`src/fcrc_cfg.svh`:
```
`ifndef FCRC_CFG_SVH
`define FCRC_CFG_SVH

`define FCRC_WORD_W 32
`define FCRC_FIFO_DEPTH 8
`define FCRC_POLY 32'h04C11DB7
`define FCRC_PRESET 32'hFFFFFFFF
`define FCRC_RESIDUE 32'hC704DD7B
`define FCRC_SAMPLE_CHECK 32'h9B61F408
`define FCRC_SAMPLE_W0 32'hC0010203
`define FCRC_SAMPLE_W1 32'h00040506
`define FCRC_SAMPLE_W2 32'h00C00000
`define FCRC_SAMPLE_W3 32'h02000003
`define FCRC_SAMPLE_W4 32'hFFFFFFFF
`define FCRC_SAMPLE_W5 32'h00000001

`endif

```
`src/fcrc_pkg.sv`:
```
`include "fcrc_cfg.svh"
package fcrc_pkg;

   typedef enum logic [1:0] {
      FCRC_TX_DATA = 2'b01,
      FCRC_TX_CHECK = 2'b10
   } fcrc_tx_state_e;

   typedef logic [31:0] fcrc_word_t;

   // Advances the remainder over one word in line order: byte lanes from
   // the top down, each lane least significant bit first
   function automatic fcrc_word_t fcrc_word_step(input fcrc_word_t crc, input fcrc_word_t word);
      fcrc_word_t c;
      logic fb;
      c = crc;
      for (int i = 0; i < 32; i++) begin
         fb = c[31] ^ word[(3 - i / 8) * 8 + (i % 8)];
         c = {c[30:0], 1'b0} ^ (fb ? `FCRC_POLY : 32'h00000000);
      end
      return c;
   endfunction

   // Places a remainder so that its degree 31 coefficient lands on the first line bit
   function automatic fcrc_word_t fcrc_lane_swap(input fcrc_word_t r);
      fcrc_word_t w;
      w = 32'h00000000;
      for (int i = 0; i < 32; i++) begin
         w[(3 - i / 8) * 8 + (i % 8)] = r[31 - i];
      end
      return w;
   endfunction

endpackage

```
`src/fcrc_fifo.sv`:
```
`timescale 1ns/1ps
`default_nettype none
module fcrc_fifo #(
   parameter int WIDTH = 33,
   parameter int DEPTH = 8
) (
   input wire logic clk,
   input wire logic rst_n,
   input wire logic in_valid,
   output logic in_ready,
   input wire logic [WIDTH-1:0] in_data,
   output logic out_valid,
   input wire logic out_ready,
   output logic [WIDTH-1:0] out_data
);
   localparam int AW = (DEPTH > 1) ? $clog2(DEPTH) : 1;

   logic [WIDTH-1:0] mem [DEPTH];
   logic [AW-1:0] wr_reg, wr_next, rd_reg, rd_next;
   logic [AW:0] cnt_reg, cnt_next;
   logic push, pop;

   ////////////////////////////////////////////////////////////////////////
   // Full and empty come straight from the count, so they never lie
   assign in_ready = (cnt_reg != (AW+1)'(DEPTH)) ? 1'b1 : 1'b0;
   assign out_valid = (cnt_reg != '0);
   assign out_data = mem[rd_reg];
   assign push = in_valid & in_ready;
   assign pop = out_valid & out_ready;

   // Pointer and count update
   always_comb begin
      wr_next = wr_reg;
      rd_next = rd_reg;
      cnt_next = cnt_reg;
      if (push) begin
         wr_next = (wr_reg == AW'(DEPTH - 1)) ? '0 : wr_reg + AW'(1);
      end
      if (pop) begin
         rd_next = (rd_reg == AW'(DEPTH - 1)) ? '0 : rd_reg + AW'(1);
      end
      if (push && !pop) begin
         cnt_next = cnt_reg + (AW+1)'(1);
      end else if (pop && !push) begin
         cnt_next = cnt_reg - (AW+1)'(1);
      end
   end

   always_ff @(posedge clk) begin
      if (!rst_n) begin
         wr_reg <= '0;
         rd_reg <= '0;
         cnt_reg <= '0;
      end else begin
         wr_reg <= wr_next;
         rd_reg <= rd_next;
         cnt_reg <= cnt_next;
      end
   end

   // Storage has no reset; only written slots are ever read
   always_ff @(posedge clk) begin
      if (push) begin
         mem[wr_reg] <= in_data;
      end
   end
endmodule
`default_nettype wire

```
`src/fcrc_top.sv`:
```
`timescale 1ns/1ps
`default_nettype none
`include "fcrc_cfg.svh"
module fcrc_top
   import fcrc_pkg::*;
#(
   parameter int DEPTH = `FCRC_FIFO_DEPTH
) (
   input wire logic clk,
   input wire logic rst_n,
   // Covered words from the framing logic, outbound
   input wire logic tx_in_valid,
   output logic tx_in_ready,
   input wire logic [31:0] tx_in_data,
   input wire logic tx_in_last,
   // Words toward the line coder, check field appended
   output logic tx_out_valid,
   input wire logic tx_out_ready,
   output logic [31:0] tx_out_data,
   output logic tx_out_check,
   // Received covered words plus check field
   input wire logic rx_valid,
   input wire logic [31:0] rx_data,
   input wire logic rx_last,
   output logic rx_good,
   output logic rx_err,
   output logic [31:0] rx_remainder
);

   ////////////////////////////////////////////////////////////////////////
   // Transmit buffer: absorbs stalls from the line coder
   logic fifo_valid, fifo_ready;
   logic [32:0] fifo_data;

   fcrc_fifo #(
      .WIDTH(33),
      .DEPTH(DEPTH)
   ) fcrc_fifo_i (
      .clk(clk),
      .rst_n(rst_n),
      .in_valid(tx_in_valid),
      .in_ready(tx_in_ready),
      .in_data({tx_in_last, tx_in_data}),
      .out_valid(fifo_valid),
      .out_ready(fifo_ready),
      .out_data(fifo_data)
   );

   ////////////////////////////////////////////////////////////////////////
   // Transmit generator state
   fcrc_tx_state_e state_reg, state_next;
   logic [31:0] crc_reg, crc_next;
   logic [31:0] out_data_reg, out_data_next;
   logic out_valid_reg, out_valid_next;
   logic out_check_reg, out_check_next;
   logic can_load, pop, check_load;

   // Output stage takes a new word when empty or being drained
   assign can_load = !out_valid_reg || tx_out_ready;
   assign fifo_ready = (state_reg == FCRC_TX_DATA) && can_load;
   assign pop = fifo_valid && fifo_ready;
   assign check_load = (state_reg == FCRC_TX_CHECK) && can_load;

   // Next-state: data words pass and fold into the remainder; the check
   // field is inserted as soon as the last covered word has gone
   always_comb begin
      state_next = state_reg;
      crc_next = crc_reg;
      out_data_next = out_data_reg;
      out_check_next = out_check_reg;
      out_valid_next = out_valid_reg && !tx_out_ready;
      case (state_reg)
         FCRC_TX_DATA: begin
            if (pop) begin
               out_data_next = fifo_data[31:0];
               out_check_next = 1'b0;
               out_valid_next = 1'b1;
               crc_next = fcrc_word_step(crc_reg, fifo_data[31:0]);
               if (fifo_data[32]) begin
                  state_next = FCRC_TX_CHECK;
               end
            end
         end
         FCRC_TX_CHECK: begin
            if (can_load) begin
               out_data_next = fcrc_lane_swap(~crc_reg);
               out_check_next = 1'b1;
               out_valid_next = 1'b1;
               crc_next = `FCRC_PRESET;
               state_next = FCRC_TX_DATA;
            end
         end
         default: begin
            state_next = FCRC_TX_DATA;
            crc_next = `FCRC_PRESET;
            out_valid_next = 1'b0;
         end
      endcase
   end

   always_ff @(posedge clk) begin
      if (!rst_n) begin
         state_reg <= FCRC_TX_DATA;
         crc_reg <= `FCRC_PRESET;
         out_data_reg <= 32'h00000000;
         out_valid_reg <= 1'b0;
         out_check_reg <= 1'b0;
      end else begin
         state_reg <= state_next;
         crc_reg <= crc_next;
         out_data_reg <= out_data_next;
         out_valid_reg <= out_valid_next;
         out_check_reg <= out_check_next;
      end
   end

   assign tx_out_valid = out_valid_reg;
   assign tx_out_data = out_data_reg;
   assign tx_out_check = out_check_reg;

   ////////////////////////////////////////////////////////////////////////
   // Receive checker: no back-pressure, one word per valid cycle
   logic [31:0] rx_crc_reg, rx_crc_next, rx_rem_reg, rx_rem_next;
   logic rx_good_reg, rx_good_next, rx_err_reg, rx_err_next;
   logic [31:0] rx_step;

   assign rx_step = fcrc_word_step(rx_crc_reg, rx_data);

   // Check field runs through the same divider; the residue is fixed
   always_comb begin
      rx_crc_next = rx_crc_reg;
      rx_rem_next = rx_rem_reg;
      rx_good_next = 1'b0;
      rx_err_next = 1'b0;
      if (rx_valid) begin
         rx_crc_next = rx_step;
         if (rx_last) begin
            rx_rem_next = rx_step;
            rx_good_next = (rx_step == `FCRC_RESIDUE);
            rx_err_next = (rx_step != `FCRC_RESIDUE);
            rx_crc_next = `FCRC_PRESET;
         end
      end
   end

   always_ff @(posedge clk) begin
      if (!rst_n) begin
         rx_crc_reg <= `FCRC_PRESET;
         rx_rem_reg <= 32'h00000000;
         rx_good_reg <= 1'b0;
         rx_err_reg <= 1'b0;
      end else begin
         rx_crc_reg <= rx_crc_next;
         rx_rem_reg <= rx_rem_next;
         rx_good_reg <= rx_good_next;
         rx_err_reg <= rx_err_next;
      end
   end

   assign rx_good = rx_good_reg;
   assign rx_err = rx_err_reg;
   assign rx_remainder = rx_rem_reg;

   ////////////////////////////////////////////////////////////////////////
   // Checks on the generator and checker
   // Fold of the sample header, evaluated on constants only
   logic [31:0] sample_crc;
   always_comb begin
      sample_crc = `FCRC_PRESET;
      sample_crc = fcrc_word_step(sample_crc, `FCRC_SAMPLE_W0);
      sample_crc = fcrc_word_step(sample_crc, `FCRC_SAMPLE_W1);
      sample_crc = fcrc_word_step(sample_crc, `FCRC_SAMPLE_W2);
      sample_crc = fcrc_word_step(sample_crc, `FCRC_SAMPLE_W3);
      sample_crc = fcrc_word_step(sample_crc, `FCRC_SAMPLE_W4);
      sample_crc = fcrc_word_step(sample_crc, `FCRC_SAMPLE_W5);
   end
endmodule
`default_nettype wire

```
`config.mk`:
```
export PLATFORM = sky130hd
export DESIGN_NAME = fcrc_top
export DESIGN_NICKNAME = d
export VERILOG_FILES = /design/src/fcrc_pkg.sv /design/src/fcrc_fifo.sv /design/src/fcrc_top.sv
export VERILOG_INCLUDE_DIRS = /design/src
export SDC_FILE = /design/constraint.sdc
export NUM_CORES = 1
export LEC_CHECK = 0
export ABC_CLOCK_PERIOD_IN_PS = 6000
export BUFFER_PORTS_ARGS = -buffer_cell sky130_fd_sc_hd__buf_4
export CAP_MARGIN = 20
export CORE_MARGIN = 5
export CORE_UTILIZATION = 60
export CTS_BUF_LIST = sky130_fd_sc_hd__clkbuf_4 sky130_fd_sc_hd__clkbuf_8
export CTS_CLUSTER_DIAMETER = 150
export CTS_CLUSTER_SIZE = 30
export DETAILED_ROUTE_END_ITERATION = 10
export HOLD_SLACK_MARGIN = 0.15
export PLACE_DENSITY = 0.83
export SKIP_LAST_GASP = 1
export SYNTH_ARGS = -nofsm -noshare
export SYNTH_HDL_FRONTEND = slang
export SYNTH_SLANG_ARGS = --single-unit
```
`constraint.sdc`:
```
create_clock -name clk -period 6 [get_ports clk]
set_input_delay 0.6 -clock clk [delete_from_list [all_inputs] [get_ports clk]]
set_output_delay 0.6 -clock clk [all_outputs]
set_load 0.05 [all_outputs]
```
==> metrics.txt, run 1 <==
status=completed; utilization after layout=between 60 and 70%; gr busiest metal=met2; fin crit share=89.2%; TritonCTS clock tree=built; total CTS buffers=17; final instance area=approximately 24000 um^2; post-CTS setup buffers=0; Slew Limit Fails=0; Hold WS=0.202 ns; RSZ-0062 raised after global routing=false; Yosys cell types=60; synth top area cells=edfxtp_1 (36%), dfxtp_1 (13%), xnor2_1 (11%), xnor3_1 (8.3%), xor2_1 (4.2%); Final Hold Fails=0; setup violators final=0; total die area=40900 um^2; Most used DFF post-synth=edfxtp_1; Mean Syn Cell Area=13.9 um^2; DR WL/cell=23.9 um; mapped cell area=22200 um^2; Post-synth top cells=xnor2_1 (275), edfxtp_1 (264), nand2_1 (148); Slew HR=30.2%; Setup TNS=0 ns; clk buf depth=3; post-place instance area=23800 um^2; post-synthesis async set-or-reset flop share=0%; leading area contributor after synthesis=edfxtp_1; Register Area=10900 um^2; Syn Inst Count=1601; largest net degree at the start of global routing=67; grt met2 use=41.4%; minimum clock period=5.35 ns; largest register by flop count=fcrc_fifo_i.mem; layout cell share with drive strength beyond 1=18.1%; synth warn=0; reg-to-reg endpoint=crc_reg[12]$_SDFFE_PN1P_; r2r worst-path depth=12; grt met3 use=4.33%; Total GRT Usage=25.6%; share of the yosys chip area belonging to registers=49.0%; Post-CTS Resized=0; critical path arrival=slightly below 6 ns; r2r setup slk=0.65 ns; area grow syn2layout=8.77%; Top Ports=140; Syn Nets=1683; initial antenna violation count=1; Setup Skew=approximately 0.04 ns; Sink Count=411; final WL=52.7 mm; Core Region=roughly 37000 um^2; worst-path maximum fanout=10; hold crit path type=in -> reg; crit path to=crc_reg[12]$_SDFFE_PN1P_; CP Capture Type=flip-flop; grt total ovfl=0; global-route wire length before repair=80.3 mm; vias per cell=5.84; first-iteration detailed-routing DRC count=1287; CP required=6.52 ns; Skew-Pair Late Insertion Delay=0.62 ns; Peak Freq=between 150 and 200 MHz; number of flops mapped to enable cells by yosys=between 200 and 300; floorplan row count=70; area occupied by multi-input gates=11000 um^2; Yosys reg bits=411; slew at the pin closest to its max-slew limit=approximately 1.0 ns; Max Cap Viol=0; Port Buf Inserts=139; Initial Utilization=60.7%; Yosys top cell area share=between 30% and 40%; most numerous cell in the Yosys netlist=xnor2_1; Root Buffer=clkbuf_8; First-pass DRT Iterations=6; Post-DRT Antenna Nets=0; post-DP HPWL=38.9 mm; classification of the worst setup path=reg -> reg; Worst Setup Start Kind=flip-flop; Post-CTS Hold Buffers=0; fin nets=1804; H-Tree Depth=1; met1 Use GR=36.4%; Die Width=approximately 200 um; clock slew at reported path FFs=0.19 ns; vias=~13000; global placement routability congestion=roughly 0.97; vias in the first global route=13100; max reg flops=around 260; DRC=0; worst hold start=tx_in_data[28]; FILL cells=2660; Chip Height=202 um
==> stage by stage <==
step | setup slack [ns] | std cells
after floorplan | 1.15 | 1601
final | 0.648 | 2201
after detailed placement | 0.480 | 2170
after CTS | 0.681 | 2199
after global routing | 0.430 | 2200
after global placement | 0.587 | 2170
==> routing by layer <==
layer / part of all wire, % / routed length [um] / vias up
met3: 6.9 / 3640 / 80
met5: 0 / 0 / -
li1: - / - / 5896
met4: 2.9 / 1550 / 0
met2: 48 / 25100 / 424
met1: 43 / 22400 / 6457
==> kinds of logic after synthesis <==
| group | after synthesis | share of synthesized area, % |
|---|---|---|
| AOI/OAI and AO/OA | 192 | 5.88 |
| xor gates and xnor gates | 527 | 29.4 |
| adders and majority gates | 11 | 0.654 |
| buffers and inverters | 78 | 1.74 |
| DFF | 411 | 49.0 |
| muxes | 128 | 8.09 |
| and+or+nand+nor | 254 | 5.26 |
==> worst min path at each step <==
stage / endpoint / slack [ns] / cells after the start
finish: fcrc_fifo_i.mem[7][28]$_DFFE_PP_ / 0.20 / 1
global route: fcrc_fifo_i.mem[3][5]$_DFFE_PP_ / 0.17 / 1
CTS: fcrc_fifo_i.mem[7][28]$_DFFE_PP_ / 0.17 / 1
detailed placement: rx_remainder[21]$_SDFFE_PN0P_ / 0.45 / 2
global placement: rx_remainder[24]$_SDFFE_PN0P_ / 0.44 / 2
floorplan: rx_crc_reg[11]$_SDFFE_PN1P_ / 0.46 / 2
==> cells in the final DEF, fill, tap and decap left out, types with 3 or more instances in the layout <==
cell / count
xnor3_2: 9
xor3_2: 3
a21boi_0: 18
o211ai_1: 14
xnor2_4: 4
nor3_2: 4
o22a_1: 24
o21ai_0: 79
nor2b_1: 26
o22ai_1: 7
nor2_4: 4
nor3b_1: 6
nand2_1: 148
clkbuf_4: 10
xor3_1: 10
xnor2_2: 18
edfxtp_1: 264
inv_1: 10
nand2b_1: 20
xnor2_1: 275
mux2i_1: 86
mux4_2: 40
nor3_1: 5
nor2_1: 18
a22oi_1: 19
clkbuf_8: 17
xnor3_1: 82
a21oi_1: 7
dfxtp_1: 144
buf_4: 168
xor2_1: 106
nand3_1: 4
ha_1: 9
xor2_2: 13
and2_1: 4
xor2_4: 6
o211a_1: 15
==> critical path: stages, from the launching register on <==
cell and delay, ns:
dfxtp_2 0.54, nor2b_1 0.80, a22oi_1 0.16, nand2_1 0.27
xor2_4 0.35, xnor3_2 0.55, xor3_2 0.45, xor3_2 0.51
xnor3_4 0.59, xor2_2 0.27, xnor3_1 0.44, xnor2_1 0.14
o22a_1 0.17
==> cell type report <==
type,count,share of cell area (%)
Timing Repair Buffer,170,5.39
Antenna cell,1,0.0104
Sequential cell,411,45.1
Tap cell,468,2.43
Clock inverter,2,0.0778
Multi-Input combinational cell,1112,45.6
Clock buffer,27,1.28
Inverter,10,0.156
Power of run 1 is not shown: default switching activity piles up to over one toggle a cycle in this logic, so the estimate is an artifact.
==> run 2: changes to the inputs <==
--- a/config.mk
+++ b/config.mk
@@ -11,12 +11,13 @@
 export CAP_MARGIN = 20
 export CORE_MARGIN = 5
 export CORE_UTILIZATION = 60
-export CTS_BUF_LIST = sky130_fd_sc_hd__clkbuf_4 sky130_fd_sc_hd__clkbuf_8
+export CTS_BUF_LIST = sky130_fd_sc_hd__clkbuf_4 sky130_fd_sc_hd__clkbuf_8 sky130_fd_sc_hd__clkbuf_16
 export CTS_CLUSTER_DIAMETER = 150
 export CTS_CLUSTER_SIZE = 30
 export DETAILED_ROUTE_END_ITERATION = 10
 export HOLD_SLACK_MARGIN = 0.15
 export PLACE_DENSITY = 0.83
+export REMOVE_ABC_BUFFERS = 1
 export SKIP_LAST_GASP = 1
 export SYNTH_ARGS = -nofsm -noshare
 export SYNTH_HDL_FRONTEND = slang
==> metrics.txt, run 2 (synthesis gave the netlist of run 1 again) <==
FILL cells=2557 (-3.9%); largest net degree at the start of global routing=67 (unchanged); minimum clock period=5.40 ns (+0.0486 ns); Initial Utilization=60.7% (unchanged); worst path cell trace=buf_4 -> mux4_2 -> mux2i_1 -> xor2_1 -> xnor3_1 -> xnor3_1 -> xnor2_1 -> xnor3_1 -> xnor2_1 -> xnor2_2 -> buf_4 -> xnor2_2 -> xnor2_1 -> o22a_1; fin crit share=90.0% (+0.81 points); layout cell share with drive strength beyond 1=18.7% (+0.61 points); first-iteration detailed-routing DRC count=1199 (-6.8%); worst-path maximum fanout=15 (+5); setup violators final=0 (unchanged); vias=12800 (-0.31%); Max Cap Viol=0 (unchanged); commonest non-fill, non-tap cell in the layout=xnor2_1; most frequent cells in the layout=xnor2_1 (275), edfxtp_1 (264), buf_4 (183), nand2_1 (148), dfxtp_1 (144); Highest Signal Layer=met5; total die area=40900 um^2 (unchanged); Root Buffer=clkbuf_16; Total GRT Usage=25.4% (-0.17 points); Slew HR=25.5% (-4.7 points); Top Ports=140 (unchanged); vias per cell=5.79 (-0.90%); Skew-Pair Late Insertion Delay=0.54 ns (-0.08 ns); classification of the worst setup path=reg -> reg; vias in the first global route=13000 (-0.80%); global-route wire length before repair=80.2 mm (-0.17%); clock slew at reported path FFs=0.12 ns (-0.07 ns); Core Region=36500 um^2 (unchanged); Port Buf Inserts=139 (unchanged); global placement routability congestion=0.954 (-1.3%); Slew Limit Fails=0 (unchanged); H-Tree Depth=1 (unchanged); post-CTS setup buffers=0 (unchanged); slew at the pin closest to its max-slew limit=1.11 ns (+0.0701 ns); final instance area=24400 um^2 (+1.1%); Layout Cells excl Fill=2214 (+0.59%); met3 WL post-DR=4.04 mm (+11%); post-place instance area=23900 um^2 (+0.34%); Die Width=202 um (unchanged); M1 wire length=23.3 mm (+3.8%); grt total ovfl=0 (unchanged); post-DP HPWL=37.8 mm (-2.8%); max incr delay on CP=0.62 ns (-0.18 ns); hold crit path type=in -> reg; Placed Cells=2184 (+0.65%); largest register by flop count=fcrc_fifo_i.mem; area grow syn2layout=9.97%; TritonCTS clock tree=built; slowest CP cell=xnor2_1; Post-CTS Hold Buffers=0 (unchanged); CP required=6.44 ns (-0.08 ns); RSZ-0062 raised after global routing=false; CP Capture Type=flip-flop; initial antenna violation count=2 (+1); First-pass DRT Iterations=5 (-1); Post-CTS Resized=0 (unchanged); status=completed; Post-DRT Antenna Nets=0 (unchanged); fin nets=1817 (+0.72%); Setup Skew=0.0277 ns (-0.0122 ns); Sink Count=411 (unchanged); DR WL/cell=23.7 um (-0.91%); DRC=0 (unchanged); clk buf depth=3 (unchanged); max reg flops=264 (unchanged); Peak Freq=185 MHz (-0.90%); Final Hold Fails=0 (unchanged); floorplan row count=70 (unchanged); Chip Height=202 um (unchanged); critical path arrival=5.84 ns (-0.03 ns); total CTS buffers=17 (unchanged); Worst Setup Start Kind=flip-flop; met2 wire length=24.3 mm (-3.2%); final WL=52.5 mm (-0.32%)
run 2: changes by cell type in the layout (fill, tap and decap cells not counted), sizes merged:
cell	delta
inv	+1
clkinvlp	-1
buf	+13
run 2: worst max-delay path, delay by kind of cell (launching register included):
| kind | cells | cell delay (ns) |
|---|---|---|
| XOR/XNOR | 9 | 2.97 |
| buffers and inverters | 2 | 0.50 |
| flip-flops | 1 | 0.60 |
| AO/OA/AOI/OAI | 1 | 0.20 |
| multiplexers | 2 | 1.00 |
run 2: worst paths after layout:
kind	end	slack, ns	depth (start not counted)	from
worst min register to register	rx_remainder[31]$_SDFFE_PN0P_	0.47	2	rx_remainder[31]$_SDFFE_PN0P_
worst max register to register	crc_reg[24]$_SDFFE_PN1P_	0.60	14	flip-flop
worst max-delay path	crc_reg[24]$_SDFFE_PN1P_	0.60	14	flip-flop
worst min-delay path	fcrc_fifo_i.mem[7][6]$_DFFE_PP_	0.28	1	tx_in_data[6]
run 2: layer usage:
metal  GRT usage (%)  vias to the layer above
li1                -                     5932
met1            38.0                     6433
met2            39.7                      402
met3            4.73                       48
met4            4.92                        2
met5               0                        -
run 2: area by class of cell:
cell class                 instances  area [um^2]  share of cell area [%]
timing repair buffer             183         1370                    5.63
clock inverter                     2         20.0                  0.0821
clock buffer                      27          500                    2.05
tap                              468          586                    2.40
antenna                            1         2.50                  0.0103
sequential                       411        10900                    44.6
inverter                          10         37.5                   0.154
multi-input combinational       1112        11000                    45.1
run 2: through the flow:
stage	hold slack [ns]	utilization, %	setup WS, ns	TNS (ns)
final	0.284	66.8	0.599	0
after global routing	0.265	66.8	0.441	0
after CTS	0.269	66.8	0.630	0
after detailed placement	0.445	65.4	0.609	0
after global placement	0.439	65.4	0.657	0
after floorplan	0.464	-	-0.872	-12.42
Power of run 2 is left out for the same reason.
